`config.mk`:
```
export PLATFORM = sky130hd
export DESIGN_NAME = lcgis_top
export DESIGN_NICKNAME = d
export VERILOG_FILES = /design/src/core/lcgis_pkg.sv /design/src/core/lcgis_gate.sv /design/src/core/lcgis_top.sv
export SDC_FILE = /design/constraint.sdc
export NUM_CORES = 1
export LEC_CHECK = 0
export BUFFER_PORTS_ARGS = -buffer_cell sky130_fd_sc_hd__buf_2
export CAP_MARGIN = 40
export CORE_ASPECT_RATIO = 1.2
export CORE_MARGIN = 3
export CORE_UTILIZATION = 52
export DETAILED_ROUTE_END_ITERATION = 8
export PLACE_DENSITY = 0.78
export SLEW_MARGIN = 20
export SYNTH_ARGS = -nofsm -noshare
export SYNTH_HDL_FRONTEND = slang
export SYNTH_SLANG_ARGS = --single-unit
```
`constraint.sdc`:
```
create_clock -name i_sys_clk -period 2.82 [get_ports i_sys_clk]
set_input_delay 0.423 -clock i_sys_clk [delete_from_list [all_inputs] [get_ports i_sys_clk]]
set_output_delay 0.423 -clock i_sys_clk [all_outputs]
set_load 0.03 [all_outputs]
```
`src/core/lcgis_pkg.sv`:
```
// constants of the logic cell gate input select stage
package lcgis_pkg;
  // ==========================================================
  // geometry
  localparam int unsigned N_GATES  = 3;
  localparam int unsigned N_DIN    = 4;
  localparam int unsigned SEL_W    = 6;
  localparam int unsigned SRC_N    = 64;
  localparam int unsigned DATA_W   = 8;
  localparam int unsigned ADDR_W   = 4;
  // ==========================================================
  // select byte layout: input k true at 2k+1, inverted at 2k
  localparam int unsigned TRUE_OFS = 1;
  localparam int unsigned INV_OFS  = 0;
  // ==========================================================
  // register map
  localparam logic [ADDR_W-1:0] A_GATE0_SEL = 4'h0;
  localparam logic [ADDR_W-1:0] A_GATE1_SEL = 4'h1;
  localparam logic [ADDR_W-1:0] A_GATE2_SEL = 4'h2;
  localparam logic [ADDR_W-1:0] A_GATE_POL  = 4'h3;
  localparam logic [ADDR_W-1:0] A_DSRC0     = 4'h4;
  localparam logic [ADDR_W-1:0] A_DSRC1     = 4'h5;
  localparam logic [ADDR_W-1:0] A_DSRC2     = 4'h6;
  localparam logic [ADDR_W-1:0] A_DSRC3     = 4'h7;
  localparam logic [ADDR_W-1:0] A_STATUS    = 4'h8;
  // ==========================================================
  // power-on values (documented as unknown; any value is legal)
  localparam logic [DATA_W-1:0] GLS_POR     = 8'h00;
  localparam logic [SEL_W-1:0]  DSRC_POR    = 6'h00;
  localparam logic [N_GATES-1:0] POL_POR    = 3'h0;
  localparam logic [DATA_W-1:0] RD_ZERO     = 8'h00;
endpackage : lcgis_pkg

```
`src/core/lcgis_gate.sv`:
```
// one gate: or of enabled true/inverted data terms, then polarity
`timescale 1ns/1ps
`default_nettype none
module lcgis_gate (
  // select and polarity
  input  wire logic [lcgis_pkg::DATA_W-1:0] i_sel,
  input  wire logic                         i_invert,
  // cell data inputs
  input  wire logic [lcgis_pkg::N_DIN-1:0]  i_din,
  // gate result
  output logic                              o_gate
);
  function automatic logic term_or(input logic [lcgis_pkg::DATA_W-1:0] sel,
                                   input logic [lcgis_pkg::N_DIN-1:0] din);
    logic acc;
    acc = 1'b0;
    for (int k = 0; k < lcgis_pkg::N_DIN; k++) begin
      acc = acc | (sel[2*k+lcgis_pkg::TRUE_OFS] & din[k]);
      acc = acc | (sel[2*k+lcgis_pkg::INV_OFS] & ~din[k]);
    end
    return acc;
  endfunction : term_or

  // empty select gives zero before polarity
  assign o_gate = term_or(i_sel, i_din) ^ i_invert;
endmodule : lcgis_gate
`default_nettype wire

```
`src/core/lcgis_top.sv`:
```
// gate input select stage with its register port
`timescale 1ns/1ps
`default_nettype none
//
// Contract
// - gate 0 takes inputs 3..0 true when its select bits 7,5,3,1 are set.
// - gate 0 takes inputs 3..0 inverted when its select bits 6,4,2,0 are set.
// - gate 1 takes inputs 3..0 true when its select bits 7,5,3,1 are set.
// - gate 1 takes inputs 3..0 inverted when its select bits 6,4,2,0 are set.
// - gate 2 takes inputs 3..0 true when its select bits 7,5,3,1 are set.
// - gate 2 takes inputs 3..0 inverted when its select bits 6,4,2,0 are set.
// - select bits are read/write, unknown at power-on and kept over other resets.
// - a set gate polarity bit inverts that gate's output.
// - each cell data input comes from a source picked by its own six-bit field.
module lcgis_top (
  // clock and reset
  input  wire logic                                i_sys_clk,
  input  wire logic                                i_arst_n,
  // register port
  input  wire logic [lcgis_pkg::ADDR_W-1:0]        i_addr,
  input  wire logic [lcgis_pkg::DATA_W-1:0]        i_wdata,
  input  wire logic                                i_wr,
  input  wire logic                                i_rd,
  output logic      [lcgis_pkg::DATA_W-1:0]        o_rdata,
  // signal sources
  input  wire logic [lcgis_pkg::SRC_N-1:0]         i_src,
  // cell data inputs and gate outputs
  output logic      [lcgis_pkg::N_DIN-1:0]         o_cell_data_in,
  output logic      [lcgis_pkg::N_GATES-1:0]       o_gate_out
);
  typedef struct packed {
    logic [lcgis_pkg::N_GATES-1:0][lcgis_pkg::DATA_W-1:0] gls;
    logic [lcgis_pkg::N_GATES-1:0]                        pol;
    logic [lcgis_pkg::N_DIN-1:0][lcgis_pkg::SEL_W-1:0]    dsrc;
    logic [lcgis_pkg::DATA_W-1:0]                         rdata;
    logic [lcgis_pkg::N_DIN-1:0]                          din;
    logic [lcgis_pkg::N_GATES-1:0]                        gate;
  } lcgis_state_t;

  lcgis_state_t                    st;
  lcgis_state_t                    next_st;
  logic [lcgis_pkg::N_DIN-1:0]     cell_din;
  logic [lcgis_pkg::N_GATES-1:0]   gate_now;

  // ==========================================================
  // data input source selection
  always_comb begin
    for (int k = 0; k < lcgis_pkg::N_DIN; k++) begin
      cell_din[k] = i_src[st.dsrc[k]];
    end
  end

  // ==========================================================
  // gates
  for (genvar g = 0; g < lcgis_pkg::N_GATES; g++) begin : g_gate
    lcgis_gate u_gate (
      .i_sel    (st.gls[g]),
      .i_invert (st.pol[g]),
      .i_din    (cell_din),
      .o_gate   (gate_now[g])
    );
  end

  // ==========================================================
  // register port and state update
  always_comb begin
    next_st      = st;
    next_st.din  = cell_din;
    next_st.gate = gate_now;
    next_st.rdata = lcgis_pkg::RD_ZERO;
    if (i_wr) begin
      case (i_addr)
        lcgis_pkg::A_GATE0_SEL: next_st.gls[0]  = i_wdata;
        lcgis_pkg::A_GATE1_SEL: next_st.gls[1]  = i_wdata;
        lcgis_pkg::A_GATE2_SEL: next_st.gls[2]  = i_wdata;
        lcgis_pkg::A_GATE_POL:  next_st.pol     = i_wdata[lcgis_pkg::N_GATES-1:0];
        lcgis_pkg::A_DSRC0:     next_st.dsrc[0] = i_wdata[lcgis_pkg::SEL_W-1:0];
        lcgis_pkg::A_DSRC1:     next_st.dsrc[1] = i_wdata[lcgis_pkg::SEL_W-1:0];
        lcgis_pkg::A_DSRC2:     next_st.dsrc[2] = i_wdata[lcgis_pkg::SEL_W-1:0];
        lcgis_pkg::A_DSRC3:     next_st.dsrc[3] = i_wdata[lcgis_pkg::SEL_W-1:0];
        default: ;
      endcase
    end
    if (i_rd) begin
      case (i_addr)
        lcgis_pkg::A_GATE0_SEL: next_st.rdata = st.gls[0];
        lcgis_pkg::A_GATE1_SEL: next_st.rdata = st.gls[1];
        lcgis_pkg::A_GATE2_SEL: next_st.rdata = st.gls[2];
        lcgis_pkg::A_GATE_POL:  next_st.rdata = {5'h00, st.pol};
        lcgis_pkg::A_DSRC0:     next_st.rdata = {2'h0, st.dsrc[0]};
        lcgis_pkg::A_DSRC1:     next_st.rdata = {2'h0, st.dsrc[1]};
        lcgis_pkg::A_DSRC2:     next_st.rdata = {2'h0, st.dsrc[2]};
        lcgis_pkg::A_DSRC3:     next_st.rdata = {2'h0, st.dsrc[3]};
        lcgis_pkg::A_STATUS:    next_st.rdata = {1'h0, st.gate, st.din};
        default:                next_st.rdata = lcgis_pkg::RD_ZERO;
      endcase
    end
  end

  // power-on reset only; no other reset touches the selects
  always_ff @(posedge i_sys_clk or negedge i_arst_n) begin
    if (!i_arst_n) begin
      st.gls   <= {lcgis_pkg::N_GATES{lcgis_pkg::GLS_POR}};
      st.pol   <= lcgis_pkg::POL_POR;
      st.dsrc  <= {lcgis_pkg::N_DIN{lcgis_pkg::DSRC_POR}};
      st.rdata <= lcgis_pkg::RD_ZERO;
      st.din   <= 4'h0;
      st.gate  <= 3'h0;
    end else begin
      st <= next_st;
    end
  end

  assign o_rdata        = st.rdata;
  assign o_cell_data_in = st.din;
  assign o_gate_out     = st.gate;

  // ==========================================================
  // assertions
  logic src_pick1;
  assign src_pick1 = i_src[st.dsrc[1]];

  property p_g0_true;
    @(posedge i_sys_clk) disable iff (!i_arst_n)
      (st.gls[0][7] && cell_din[3] && !st.pol[0]) |=> o_gate_out[0];
  endproperty
  a_g0_true: assert property (p_g0_true) else $error("gate0 true term lost");

  property p_g0_inv;
    @(posedge i_sys_clk) disable iff (!i_arst_n)
      (st.gls[0] == 8'h40 && cell_din[3] && !st.pol[0]) |=> !o_gate_out[0];
  endproperty
  a_g0_inv: assert property (p_g0_inv) else $error("gate0 inverted term wrong");

  property p_g1_true;
    @(posedge i_sys_clk) disable iff (!i_arst_n)
      (st.gls[1] == 8'h20 && !st.pol[1]) |=> (o_gate_out[1] == o_cell_data_in[2]);
  endproperty
  a_g1_true: assert property (p_g1_true) else $error("gate1 true term wrong");

  property p_g1_inv;
    @(posedge i_sys_clk) disable iff (!i_arst_n)
      (st.gls[1] == 8'h10 && !st.pol[1]) |=> (o_gate_out[1] != o_cell_data_in[2]);
  endproperty
  a_g1_inv: assert property (p_g1_inv) else $error("gate1 inverted term wrong");

  property p_g2_true;
    @(posedge i_sys_clk) disable iff (!i_arst_n)
      (st.gls[2] == 8'h02 && !st.pol[2]) |=> (o_gate_out[2] == o_cell_data_in[0]);
  endproperty
  a_g2_true: assert property (p_g2_true) else $error("gate2 true term wrong");

  property p_g2_inv;
    @(posedge i_sys_clk) disable iff (!i_arst_n)
      (st.gls[2] == 8'h01 && !st.pol[2]) |=> (o_gate_out[2] != o_cell_data_in[0]);
  endproperty
  a_g2_inv: assert property (p_g2_inv) else $error("gate2 inverted term wrong");

  property p_rw;
    @(posedge i_sys_clk) disable iff (!i_arst_n)
      (i_wr && i_addr == lcgis_pkg::A_GATE1_SEL) ##1 (i_rd && i_addr == lcgis_pkg::A_GATE1_SEL)
      |=> (o_rdata == $past(i_wdata, 2));
  endproperty
  a_rw: assert property (p_rw) else $error("gate1 select readback wrong");

  property p_pol;
    @(posedge i_sys_clk) disable iff (!i_arst_n)
      (st.gls[0] == 8'h00) |=> (o_gate_out[0] == $past(st.pol[0]));
  endproperty
  a_pol: assert property (p_pol) else $error("gate0 polarity wrong");

  property p_src;
    @(posedge i_sys_clk) disable iff (!i_arst_n)
      (st.gls[1] == 8'h08 && !st.pol[1]) |=> (o_gate_out[1] == $past(src_pick1));
  endproperty
  a_src: assert property (p_src) else $error("data input source wrong");

  property p_empty;
    @(posedge i_sys_clk) disable iff (!i_arst_n)
      (st.gls[2] == 8'h00 && !st.pol[2]) ##1 (st.gls[2] == 8'h00 && !st.pol[2])
      |=> !o_gate_out[2];
  endproperty
  a_empty: assert property (p_empty) else $error("empty gate not zero");

  property p_g0_ninv;
    @(posedge i_sys_clk) disable iff (!i_arst_n)
      (st.gls[0][6] && !cell_din[3] && !st.pol[0]) |=> o_gate_out[0];
  endproperty
  a_g0_ninv: assert property (p_g0_ninv) else $error("gate0 inverted term lost");

  property p_g1_term;
    @(posedge i_sys_clk) disable iff (!i_arst_n)
      (st.gls[1][5] && cell_din[2] && !st.pol[1]) |=> o_gate_out[1];
  endproperty
  a_g1_term: assert property (p_g1_term) else $error("gate1 true term lost");

  property p_hold;
    @(posedge i_sys_clk) disable iff (!i_arst_n)
      (!i_wr) |=> $stable(st.gls);
  endproperty
  a_hold: assert property (p_hold) else $error("select changed without write");

  property p_rd_idle;
    @(posedge i_sys_clk) disable iff (!i_arst_n)
      (!i_rd) |=> (o_rdata == lcgis_pkg::RD_ZERO);
  endproperty
  a_rd_idle: assert property (p_rd_idle) else $error("read data not zero when idle");

  property p_g2_pol;
    @(posedge i_sys_clk) disable iff (!i_arst_n)
      (st.gls[2] == 8'hFF) |=> (o_gate_out[2] == !$past(st.pol[2]));
  endproperty
  a_g2_pol: assert property (p_g2_pol) else $error("gate2 polarity wrong");

  c_g0_on:  cover property (@(posedge i_sys_clk) disable iff (!i_arst_n) o_gate_out[0]);
  c_g2_inv: cover property (@(posedge i_sys_clk) disable iff (!i_arst_n)
                            st.pol[2] && o_gate_out[2]);
  c_rd_st:  cover property (@(posedge i_sys_clk) disable iff (!i_arst_n)
                            i_rd && i_addr == lcgis_pkg::A_STATUS);
  c_wr_rd:  cover property (@(posedge i_sys_clk) disable iff (!i_arst_n)
                            i_wr ##1 i_rd);
  c_empty:  cover property (@(posedge i_sys_clk) disable iff (!i_arst_n)
                            st.gls[2] == 8'h00 && !o_gate_out[2]);
endmodule : lcgis_top
`default_nettype wire

```
### After elaboration in Yosys (flattened, before gate mapping)

Index checks and enable logic that the tools add are counted.

| operators by class | value |
|---|---|
| magnitude comparators | 4 |
| eq/ne operators | 8 |
| multiplexer cells | 10 |
| bitwise logic cells | 52 |
| reductions and logical operators | 9 |

Operators by type and width:

| cell | number |
|---|---|
| 8-bit one-hot mux with 9 select lines | 1 |
| 6-bit by 7-bit less-than comparator with 1-bit output, second input constant | 4 |
| 1-bit bitwise AND | 24 |
| 1-bit binary-select mux with 6-bit select | 4 |
| 1-bit bitwise OR | 21 |
| 4-bit by 3-bit equality test with 1-bit output, second input constant | 4 |
| 2-bit AND reduction | 8 |
| 4-bit by 2-bit equality test with 1-bit output, second input constant | 2 |
| 8-bit 2-to-1 mux | 1 |
| 4-bit by 1-bit equality test with 1-bit output, second input constant | 1 |
| 4-bit equality test, second input constant | 1 |
| 4-bit zero test | 1 |
| 1-bit 2-to-1 mux | 4 |
| 1-bit NOT | 4 |
| 1-bit XOR | 3 |

| storage, ports and cells | value |
|---|---|
| bits in registers | 66 |
| input bits | 80 |
| output and inout port bits | 15 |
| logic and storage cells | 94 |

### Longest topological paths before layout

Gate-level depths: netlist (run 1).

| depth | value |
|---|---|
| word-level depth | 12 |
| mapped depth | 12 |
| gate-level depth less buffers | 9 |

### By module

A second synthesis (run 1) with hierarchy kept.

| second synthesis, totals | value |
|---|---|
| cell total of the unflattened synthesis | 426 |
| area, all modules | 5,429.0 um2 |

By module, submodules not included:

| module | times used | cells each | area an instance (um2) | seq. area each (um2) |
|---|---|---|---|---|
| lcgis_top | 1 | 408 | 5,263.8 | 1,651.6 |
| lcgis_gate | 3 | 6 | 55.1 | 0.0 |

### Least setup slack after synthesis (run 1)

No wires, ideal clock.

| timing path | value |
|---|---|
| kind | register to register |
| start point | register st[33] in the netlist's numbering |
| end point | register st (netlist bit o_gate_out[0]) |
| setup time | 123 ps |
| arrival time | 2,553 ps |
| required time | 2,697 ps |
| path slack | 144 ps |
| stages on the path, launching flop included | 9 |
| path buffers | 1 |
| period minus slack after synthesis | 2,676 ps |
| cells stage by stage | dfrtp_1 > buf_4 > mux4_2 > mux2_2 > o311ai_0 > mux2_2 > a222oi_1 > nand3_1 > xor2_1 |

| between the ends | value |
|---|---|
| word-level cells in the longest chain between the ends | 6 |
| elaborated cells between the ends (all ways) | 8 |
| classes of those cells | mux: 2; bitwise: 6 |

RTL lines:

| item | RTL line | source |
|---|---|---|
| start, declared | lcgis_top.sv:40 | `lcgis_state_t st;` |
| start signal, assigned | lcgis_top.sv:110 | `st <= next_st;` |
| 1-bit binary-select mux with 6-bit select * | lcgis_top.sv:49 | `cell_din[k] = i_src[st.dsrc[k]];` |
| 1-bit 2-to-1 mux (implied by the code) * | lcgis_top.sv:49 |  |
| 1-bit bitwise AND / 1-bit NOT (equally long branches) | lcgis_gate.sv:18, lcgis_gate.sv:19 |  |
| 1-bit bitwise OR / 1-bit bitwise AND (equally long branches) | lcgis_gate.sv:18, lcgis_gate.sv:19 |  |
| 1-bit bitwise OR * | lcgis_gate.sv:19 | `acc = acc \| (sel[2*k+lcgis_pkg::INV_OFS] & ~din[k]);` |
| 1-bit XOR * | lcgis_gate.sv:25 | `assign o_gate = term_or(i_sel, i_din) ^ i_invert;` |
| via g_gate[0].u_gate.o_gate | lcgis_gate.sv:11 | `output logic o_gate` |

The timed path passes the listed nets; every way through them passes the cells marked *. The select of a mux whose other input is x is not followed.
A chain may end at the register's enable or synchronous reset.

### Final worst setup path (run 1)

Ends and elaborated chain as after synthesis.

==> results of run 1 <==
layer usage:
metal / wire length, µm / track usage, %
met3: 1500 / 4.48
met2: 9530 / 53.8
met4: 1050 / 15.9
met5: 0 / 0
met1: 6770 / 37.2
worst max-delay path by stage:
stage / start / to / slack, ns / depth (start not counted)
2_1_floorplan: st[33] / o_gate_out[0] / 0.14 / 8
3_3_place_gp: st[33] / o_gate_out[0] / -0.26 / 8
3_5_place_dp: st[33] / o_gate_out[0] / -0.24 / 10
4_1_cts: st[33] / o_gate_out[0] / -0.07 / 10
5_1_grt: st[33] / o_gate_out[0] / -0.21 / 10
6_report: st[33] / o_gate_out[0] / -0.12 / 10
stage by stage:
| step | instance area, µm² | cells | worst slack (ns) | hold slack (ns) | setup TNS, ns |
|---|---|---|---|---|---|
| after floorplan | 5610 | 507 | 0.144 | 0.127 | 0 |
| after global placement | 6500 | 748 | -0.255 | 0.440 | -0.271 |
| after detailed placement | 6500 | 748 | -0.241 | 0.451 | -0.480 |
| after CTS | 6860 | 764 | -0.0655 | 0.103 | -0.0945 |
| after global routing | 7030 | 769 | -0.206 | 0.124 | -0.273 |
| final | 7030 | 769 | -0.124 | 0.104 | -0.124 |
cell families (layout without fill, tap and decap cells):
group	Yosys count	after routing	synth area share [%]
buffers and inverters	55	191	5.79
multiplexers	183	183	42.8
flip-flops	66	66	29.4
XOR/XNOR	3	3	0.468
AO/OA/AOI/OAI	83	83	10.6
AND/OR/NAND/NOR	117	117	10.9
power by group:
group	leakage (nW)	switching (mW)	internal, mW
Clock	0.152	0.389	0.793
Combinational	2.14	1.27	1.39
Sequential	0.808	0.348	1.18
Total	3.10	2.01	3.36
registers in the layout, indices dropped and copies added, names as in the netlist:
register / flops
o_cell_data_in: 4
o_gate_out: 3
o_rdata: 8
st: 51
cells in the final DEF (no fill, tap or decap), types with 12 or more instances in the layout:
cell type  synthesis  layout
buf_4             19      70
a21oi_1           14      13
nor2_1            21      20
mux2_2            63      61
mux2i_1           80      77
dfrtp_1           66      61
nand3_1           12      12
nand2_1           27      26
mux4_2            26      30
buf_2              5      94
nor2b_1           15      15
a22oi_1           17      17
worst max-delay path, stage by stage, from the launching register on:
cell and delay (ns):
dfrtp_2 0.46, buf_4 0.17, mux4_2 0.50, a21oi_2 0.20, o2111ai_4 0.13, o311ai_2 0.10, buf_4 0.18, mux2_4 0.29
a222oi_1 0.45, nand3_1 0.16, xor2_1 0.17
timing repair:
item	4_1_cts	5_1_grt
endpoints found under the setup margin	3	3
resized for setup	13	30
pin swaps	5	11
buffers inserted	1	5
hold endpoints to repair	0	0
layout make-up:
type | instances | area, µm²
clock buffers | 11 | 243
clock inverters | 4 | 76.3
fillers | 787 | 3230
inverters | 6 | 22.5
multi-input cells | 386 | 3770
flip-flops and latches | 66 | 1660
well taps | 126 | 158
repair buffers | 170 | 1100
==> flow_metrics.py, run 1 <==
metrics = {
    "placed_design": {
        "io_buffers": 94,
        "hpwl_um": 14500,
        "gp_congestion": 1.07,
    },
    "clock_tree": {
        "cts_hold_buf": 0,
        "clk_path_buf_depth": 2,
        "clock_latency_ns": 0.33,
        "clk_pin_slew_ns": 0.05,
        "cts_buffers": 9,
        "cts_tree": "built",
        "cts_root_buf": "clkbuf_16",
        "cts.sinks": 66,
        "htreeDepth": 3,
    },
    "yosys": {
        "yosysTopAreaCell": "dfrtp_1",
        "yosysWarnings": 0,
        "yosysUniqueCellTypes": 54,
        "synthArstFlopShare_pct": 100,
        "synth.net_count": 587,
        "netlist_top_cells_count": "mux2i_1 (80), dfrtp_1 (66), mux2_2 (63)",
        "syn-cell-area_um2": 5610,
        "ys_seq_elements": 66,
        "yosys_most_used_dff": "dfrtp_1",
        "syn_area_per_cell_um2": 11.1,
        "synth_cells": 507,
        "synth-edff-count": 0,
        "yosysSeqAreaShare_pct": 29.4,
        "synth_top_area_share_pct": 29.4,
        "synthMostInstantiatedCell": "mux2i_1",
        "synthTopCellsByArea": "dfrtp_1 (29%), mux2i_1 (14%), mux2_2 (13%)",
    },
    "floorplan": {
        "fp-row-count": 40,
        "start_util_pct": 54.7,
        "dieHeight_um": 120,
        "fp.dieArea_um2": 12100,
        "die_x_um": 101,
        "num_io_pins": 95,
        "core_um2": 10300,
    },
    "sta": {
        "relSlewSlack_pct": 51.4,
        "setup_viol": 1,
        "final-hold-violation-count": 0,
        "fin_worst_skew_ns": 0.00686,
        "grt_setup_unrepaired": "true",
        "fin_crit_sh_pct": 104,
        "fin_crit_ns": 2.94,
        "setup_slack_ns": -0.124,
        "final_max_slew_viol_count": 0,
        "worstMarginPinSlew_ns": 0.726,
        "max_freq_mhz": 340,
    },
    "setup_path": {
        "r2r-start": "st[33]",
        "required_ns": 3.04,
        "rr_worst_depth": 10,
        "cp_max_fo": 6,
        "end_kind": "flip-flop",
        "crit_arrival_ns": 3.16,
        "startpoint_type": "flip-flop",
        "r2r-end": "o_gate_out[0]",
        "path_class": "flip-flop to flip-flop",
        "r2r_slack_ns": -0.12,
    },
    "cells_and_area": {
        "diodes": 0,
        "final_util_pct": 68.5,
        "drive_gt1_share_pct": 47.1,
        "final_nets": 719,
        "synthToLayoutAreaGrowth_pct": 25.2,
    },
    "detailed_routing": {
        "first_pass_iters": 8,
        "routedWlPerCell_um": 24.5,
        "vias": 5160,
        "antenna_left": 0,
        "vias_per_cell": 6.71,
        "drt_iter0_markers": 413,
        "finalWirelength_um": 18900,
        "drc_errors": 0,
    },
    "run": {
        "cap_violations": 0,
    },
    "global_route": {
        "antenna_found_initial": 0,
        "grt_pass1_wl_um": 28700,
        "grtUsageTotal_pct": 31.2,
        "grt_max_degree": 43,
        "grt_pass1_vias": 5237,
        "grt-ovfl-total": 0,
    },
    "run_status": {
        "status": "finished with violations",
        "violations": "negative setup slack",
    },
    "worst_hold_path": {
        "hold_class": "input pin to asynchronous set/reset pin",
    },
    "power_and_ir_drop": {
        "powerDensity_nw_per_um2": 765,
        "peakVddDrop_uv": 586,
        "power_mw": 5.37,
        "cellLeakagePower_nw": 3.10,
    },
}
No activity file was read; power rests on OpenSTA's default activity.
==> run 2: changes to the inputs <==
--- a/config.mk
+++ b/config.mk
@@ -5,13 +5,14 @@
 export SDC_FILE = /design/constraint.sdc
 export NUM_CORES = 1
 export LEC_CHECK = 0
+export ABC_AREA = 1
 export BUFFER_PORTS_ARGS = -buffer_cell sky130_fd_sc_hd__buf_2
 export CAP_MARGIN = 40
 export CORE_ASPECT_RATIO = 1.2
 export CORE_MARGIN = 3
-export CORE_UTILIZATION = 52
+export CORE_UTILIZATION = 53
 export DETAILED_ROUTE_END_ITERATION = 8
-export PLACE_DENSITY = 0.78
+export PLACE_DENSITY = 0.79
 export SLEW_MARGIN = 20
 export SYNTH_ARGS = -nofsm -noshare
 export SYNTH_HDL_FRONTEND = slang
==> flow_metrics.py, run 2 <==
metrics = {
    "detailed_routing": {
        "drc_errors": 0,
        "first_pass_iters": 5,
        "vias": 6875,
        "vias_per_cell": 6.00,
        "drt_iter0_markers": 665,
        "finalWirelength_um": 21400,
        "routedWlPerCell_um": 18.7,
        "antenna_left": 0,
    },
    "sta": {
        "final-hold-violation-count": 0,
        "final_max_slew_viol_count": 0,
        "max_freq_mhz": 398,
        "grt_setup_unrepaired": "false",
        "fin_crit_ns": 2.51,
        "relSlewSlack_pct": 58.2,
        "finalSetupTns_ns": 0,
        "fin_worst_skew_ns": 0.00422,
        "worstMarginPinSlew_ns": 0.625,
        "fin_crit_sh_pct": 89.0,
        "holdWs_ns": 0.322,
        "setup_viol": 0,
        "setup_slack_ns": 0.310,
    },
    "cells_and_area": {
        "regMostFlops": "st",
        "layout_common_cells": "nand2_1 (438), nand3_1 (222), buf_2 (94)",
        "layoutNonFillerInstCount": 1146,
        "final.fill_count": 1087,
        "final_nets": 1092,
        "regArea_um2": 1650,
        "synthToLayoutAreaGrowth_pct": 9.01,
        "largest_reg_flops": 51,
        "diodes": 0,
        "multi_input_area_um2": 3470,
        "drive_gt1_share_pct": 14.7,
        "layout_commonest_cell": "nand2_1",
    },
    "clock_tree": {
        "cts_hold_buf": 0,
        "cts_buffers": 9,
        "cts_tree": "built",
        "cts_root_buf": "clkbuf_16",
        "htreeDepth": 3,
        "clock_latency_ns": 0.33,
        "cts.sinks": 66,
        "post-cts-setup-buffers": 0,
        "cts.repair.resized": 0,
        "clk_path_buf_depth": 2,
        "clk_pin_slew_ns": 0.05,
    },
    "setup_path": {
        "path_class": "flip-flop to flip-flop",
        "required_ns": 3.04,
        "crit_arrival_ns": 2.73,
        "cp_max_fo": 10,
        "end_kind": "flip-flop",
        "startpoint_type": "flip-flop",
    },
    "global_route": {
        "grtUsageTotal_pct": 35.4,
        "grt_pass1_wl_um": 33500,
        "grt-ovfl-total": 0,
        "antenna_found_initial": 0,
        "grt_max_degree": 37,
        "grt_pass1_vias": 6215,
    },
    "power_and_ir_drop": {
        "peakVddDrop_uv": 524,
        "switching_power_mw": 2.17,
        "powerDensity_nw_per_um2": 746,
        "swShare_pct": 45.6,
        "power_mw": 4.77,
        "clock_power_share_pct": 23.1,
        "internal_power_mw": 2.59,
        "seqPwrFrac_pct": 29.5,
        "cellLeakagePower_nw": 3.32,
        "comb_power_share_pct": 47.4,
    },
    "yosys": {
        "synth_cells": 960,
        "netlist_top_cells_count": "nand2_1 (438), nand3_1 (222), dfrtp_1 (66)",
        "synthMostInstantiatedCell": "nand2_1",
        "synth_top_area_share_pct": 28.2,
        "yosysWarnings": 0,
        "synthArstFlopShare_pct": 100,
        "yosysTopAreaCell": "dfrtp_1",
        "synthTopCellsByArea": "dfrtp_1 (28%), nand2_1 (28%), nand3_1 (19%)",
        "syn_area_per_cell_um2": 6.10,
        "yosysSeqAreaShare_pct": 28.2,
        "yosys_most_used_dff": "dfrtp_1",
        "yosysUniqueCellTypes": 24,
        "synth-edff-count": 0,
        "synth.net_count": 1040,
        "ys_seq_elements": 66,
        "syn-cell-area_um2": 5860,
    },
    "floorplan": {
        "die_x_um": 102,
        "core_um2": 10700,
        "fp-row-count": 41,
        "num_io_pins": 95,
        "fp.dieArea_um2": 12400,
        "dieHeight_um": 121,
        "start_util_pct": 54.9,
    },
    "placed_design": {
        "dp_cells": 1128,
        "hpwl_um": 15700,
        "gp_congestion": 0.976,
        "pre_cts_slack_ns": 0.483,
        "io_buffers": 94,
    },
    "run_status": {
        "status": "completed",
    },
    "run": {
        "cap_violations": 0,
    },
    "worst_hold_path": {
        "hold_class": "input pin to flip-flop",
    },
}
[run 2: cell count changes in the layout (fill, tap and decap cells not counted), moves of 30 or more]
cell,change
inv_1,+31
mux2i_1,-77
mux4_2,-30
nand2_1,+412
o21ai_0,+48
nand3_1,+210
buf_4,-59
mux2_2,-61
[run 2: path summary, 6_finish.rpt]
check	endpoint	depth (start not counted)	from	slack [ns]
max in group asynchronous	st[15]	4	i_arst_n	1.67
setup reg to reg	o_gate_out[2]	13	st[35]	0.31
setup / recovery	o_gate_out[2]	13	st[35]	0.31
hold / removal	o_rdata[0]	3	i_rd	0.32
min in group asynchronous	o_rdata[1]	2	i_arst_n	0.49
hold reg to reg	st[61]	2	st[61]	0.52
[run 2: cell type report]
type                    instances  share of cell area, %
multi-input cells             776                   54.3
flip-flops and latches         66                   25.9
repair buffers                108                   9.44
clock buffers                  14                   4.13
inverters                      51                   3.15
well taps                     129                   2.53
clock inverters                 2                  0.548
[run 2: critical path, cell delays in order, from the launching register on]
cell and delay, ns:
dfrtp_1 0.71, clkinv_1 0.52, nand3_1 0.22, nand2_1 0.12, nand2_1 0.07, nand3_1 0.09, nand3_2 0.16, nand2_4 0.08
nand2_1 0.06, nand2_1 0.06, nor2_2 0.14, nand2_1 0.07, nand2_1 0.06, nand2_1 0.05
[run 2: cell families (layout without fill, tap and decap cells)]
family | Yosys count | in the layout | share of synthesized area [%]
AND/OR/NAND/NOR | 696 | 696 | 51.6
buffers and inverters | 118 | 175 | 12.6
flip-flops | 66 | 66 | 28.2
AO/OA/AOI/OAI | 80 | 80 | 7.64
[run 2: per-layer routing]
layer  global-route usage, %  vias up  part of all wire (%)  wire, µm
met2                    57.5      446                    47     10100
met3                    5.58       91                   9.6      2060
met5                       0        -                     0         0
li1                        -     3234                     -         -
met1                    44.0     3104                    37      8020
met4                    20.8        0                   5.6      1210
[run 2: power groups by stage]
stage	combinational (mW)	clock, mW	sequential (mW)
2_1_floorplan	1.83	0	1.28
3_3_place_gp	2.18	0	1.40
3_5_place_dp	2.20	0	1.41
4_1_cts	2.21	1.12	1.39
5_1_grt	2.49	1.17	1.42
6_report	2.26	1.10	1.41
[run 2: through the flow]
stage	area [µm²]	utilization, %
2_1_floorplan	5860	-
3_3_place_gp	6060	56.8
3_5_place_dp	6060	56.8
4_1_cts	6360	59.6
5_1_grt	6390	59.9
6_report	6390	59.9
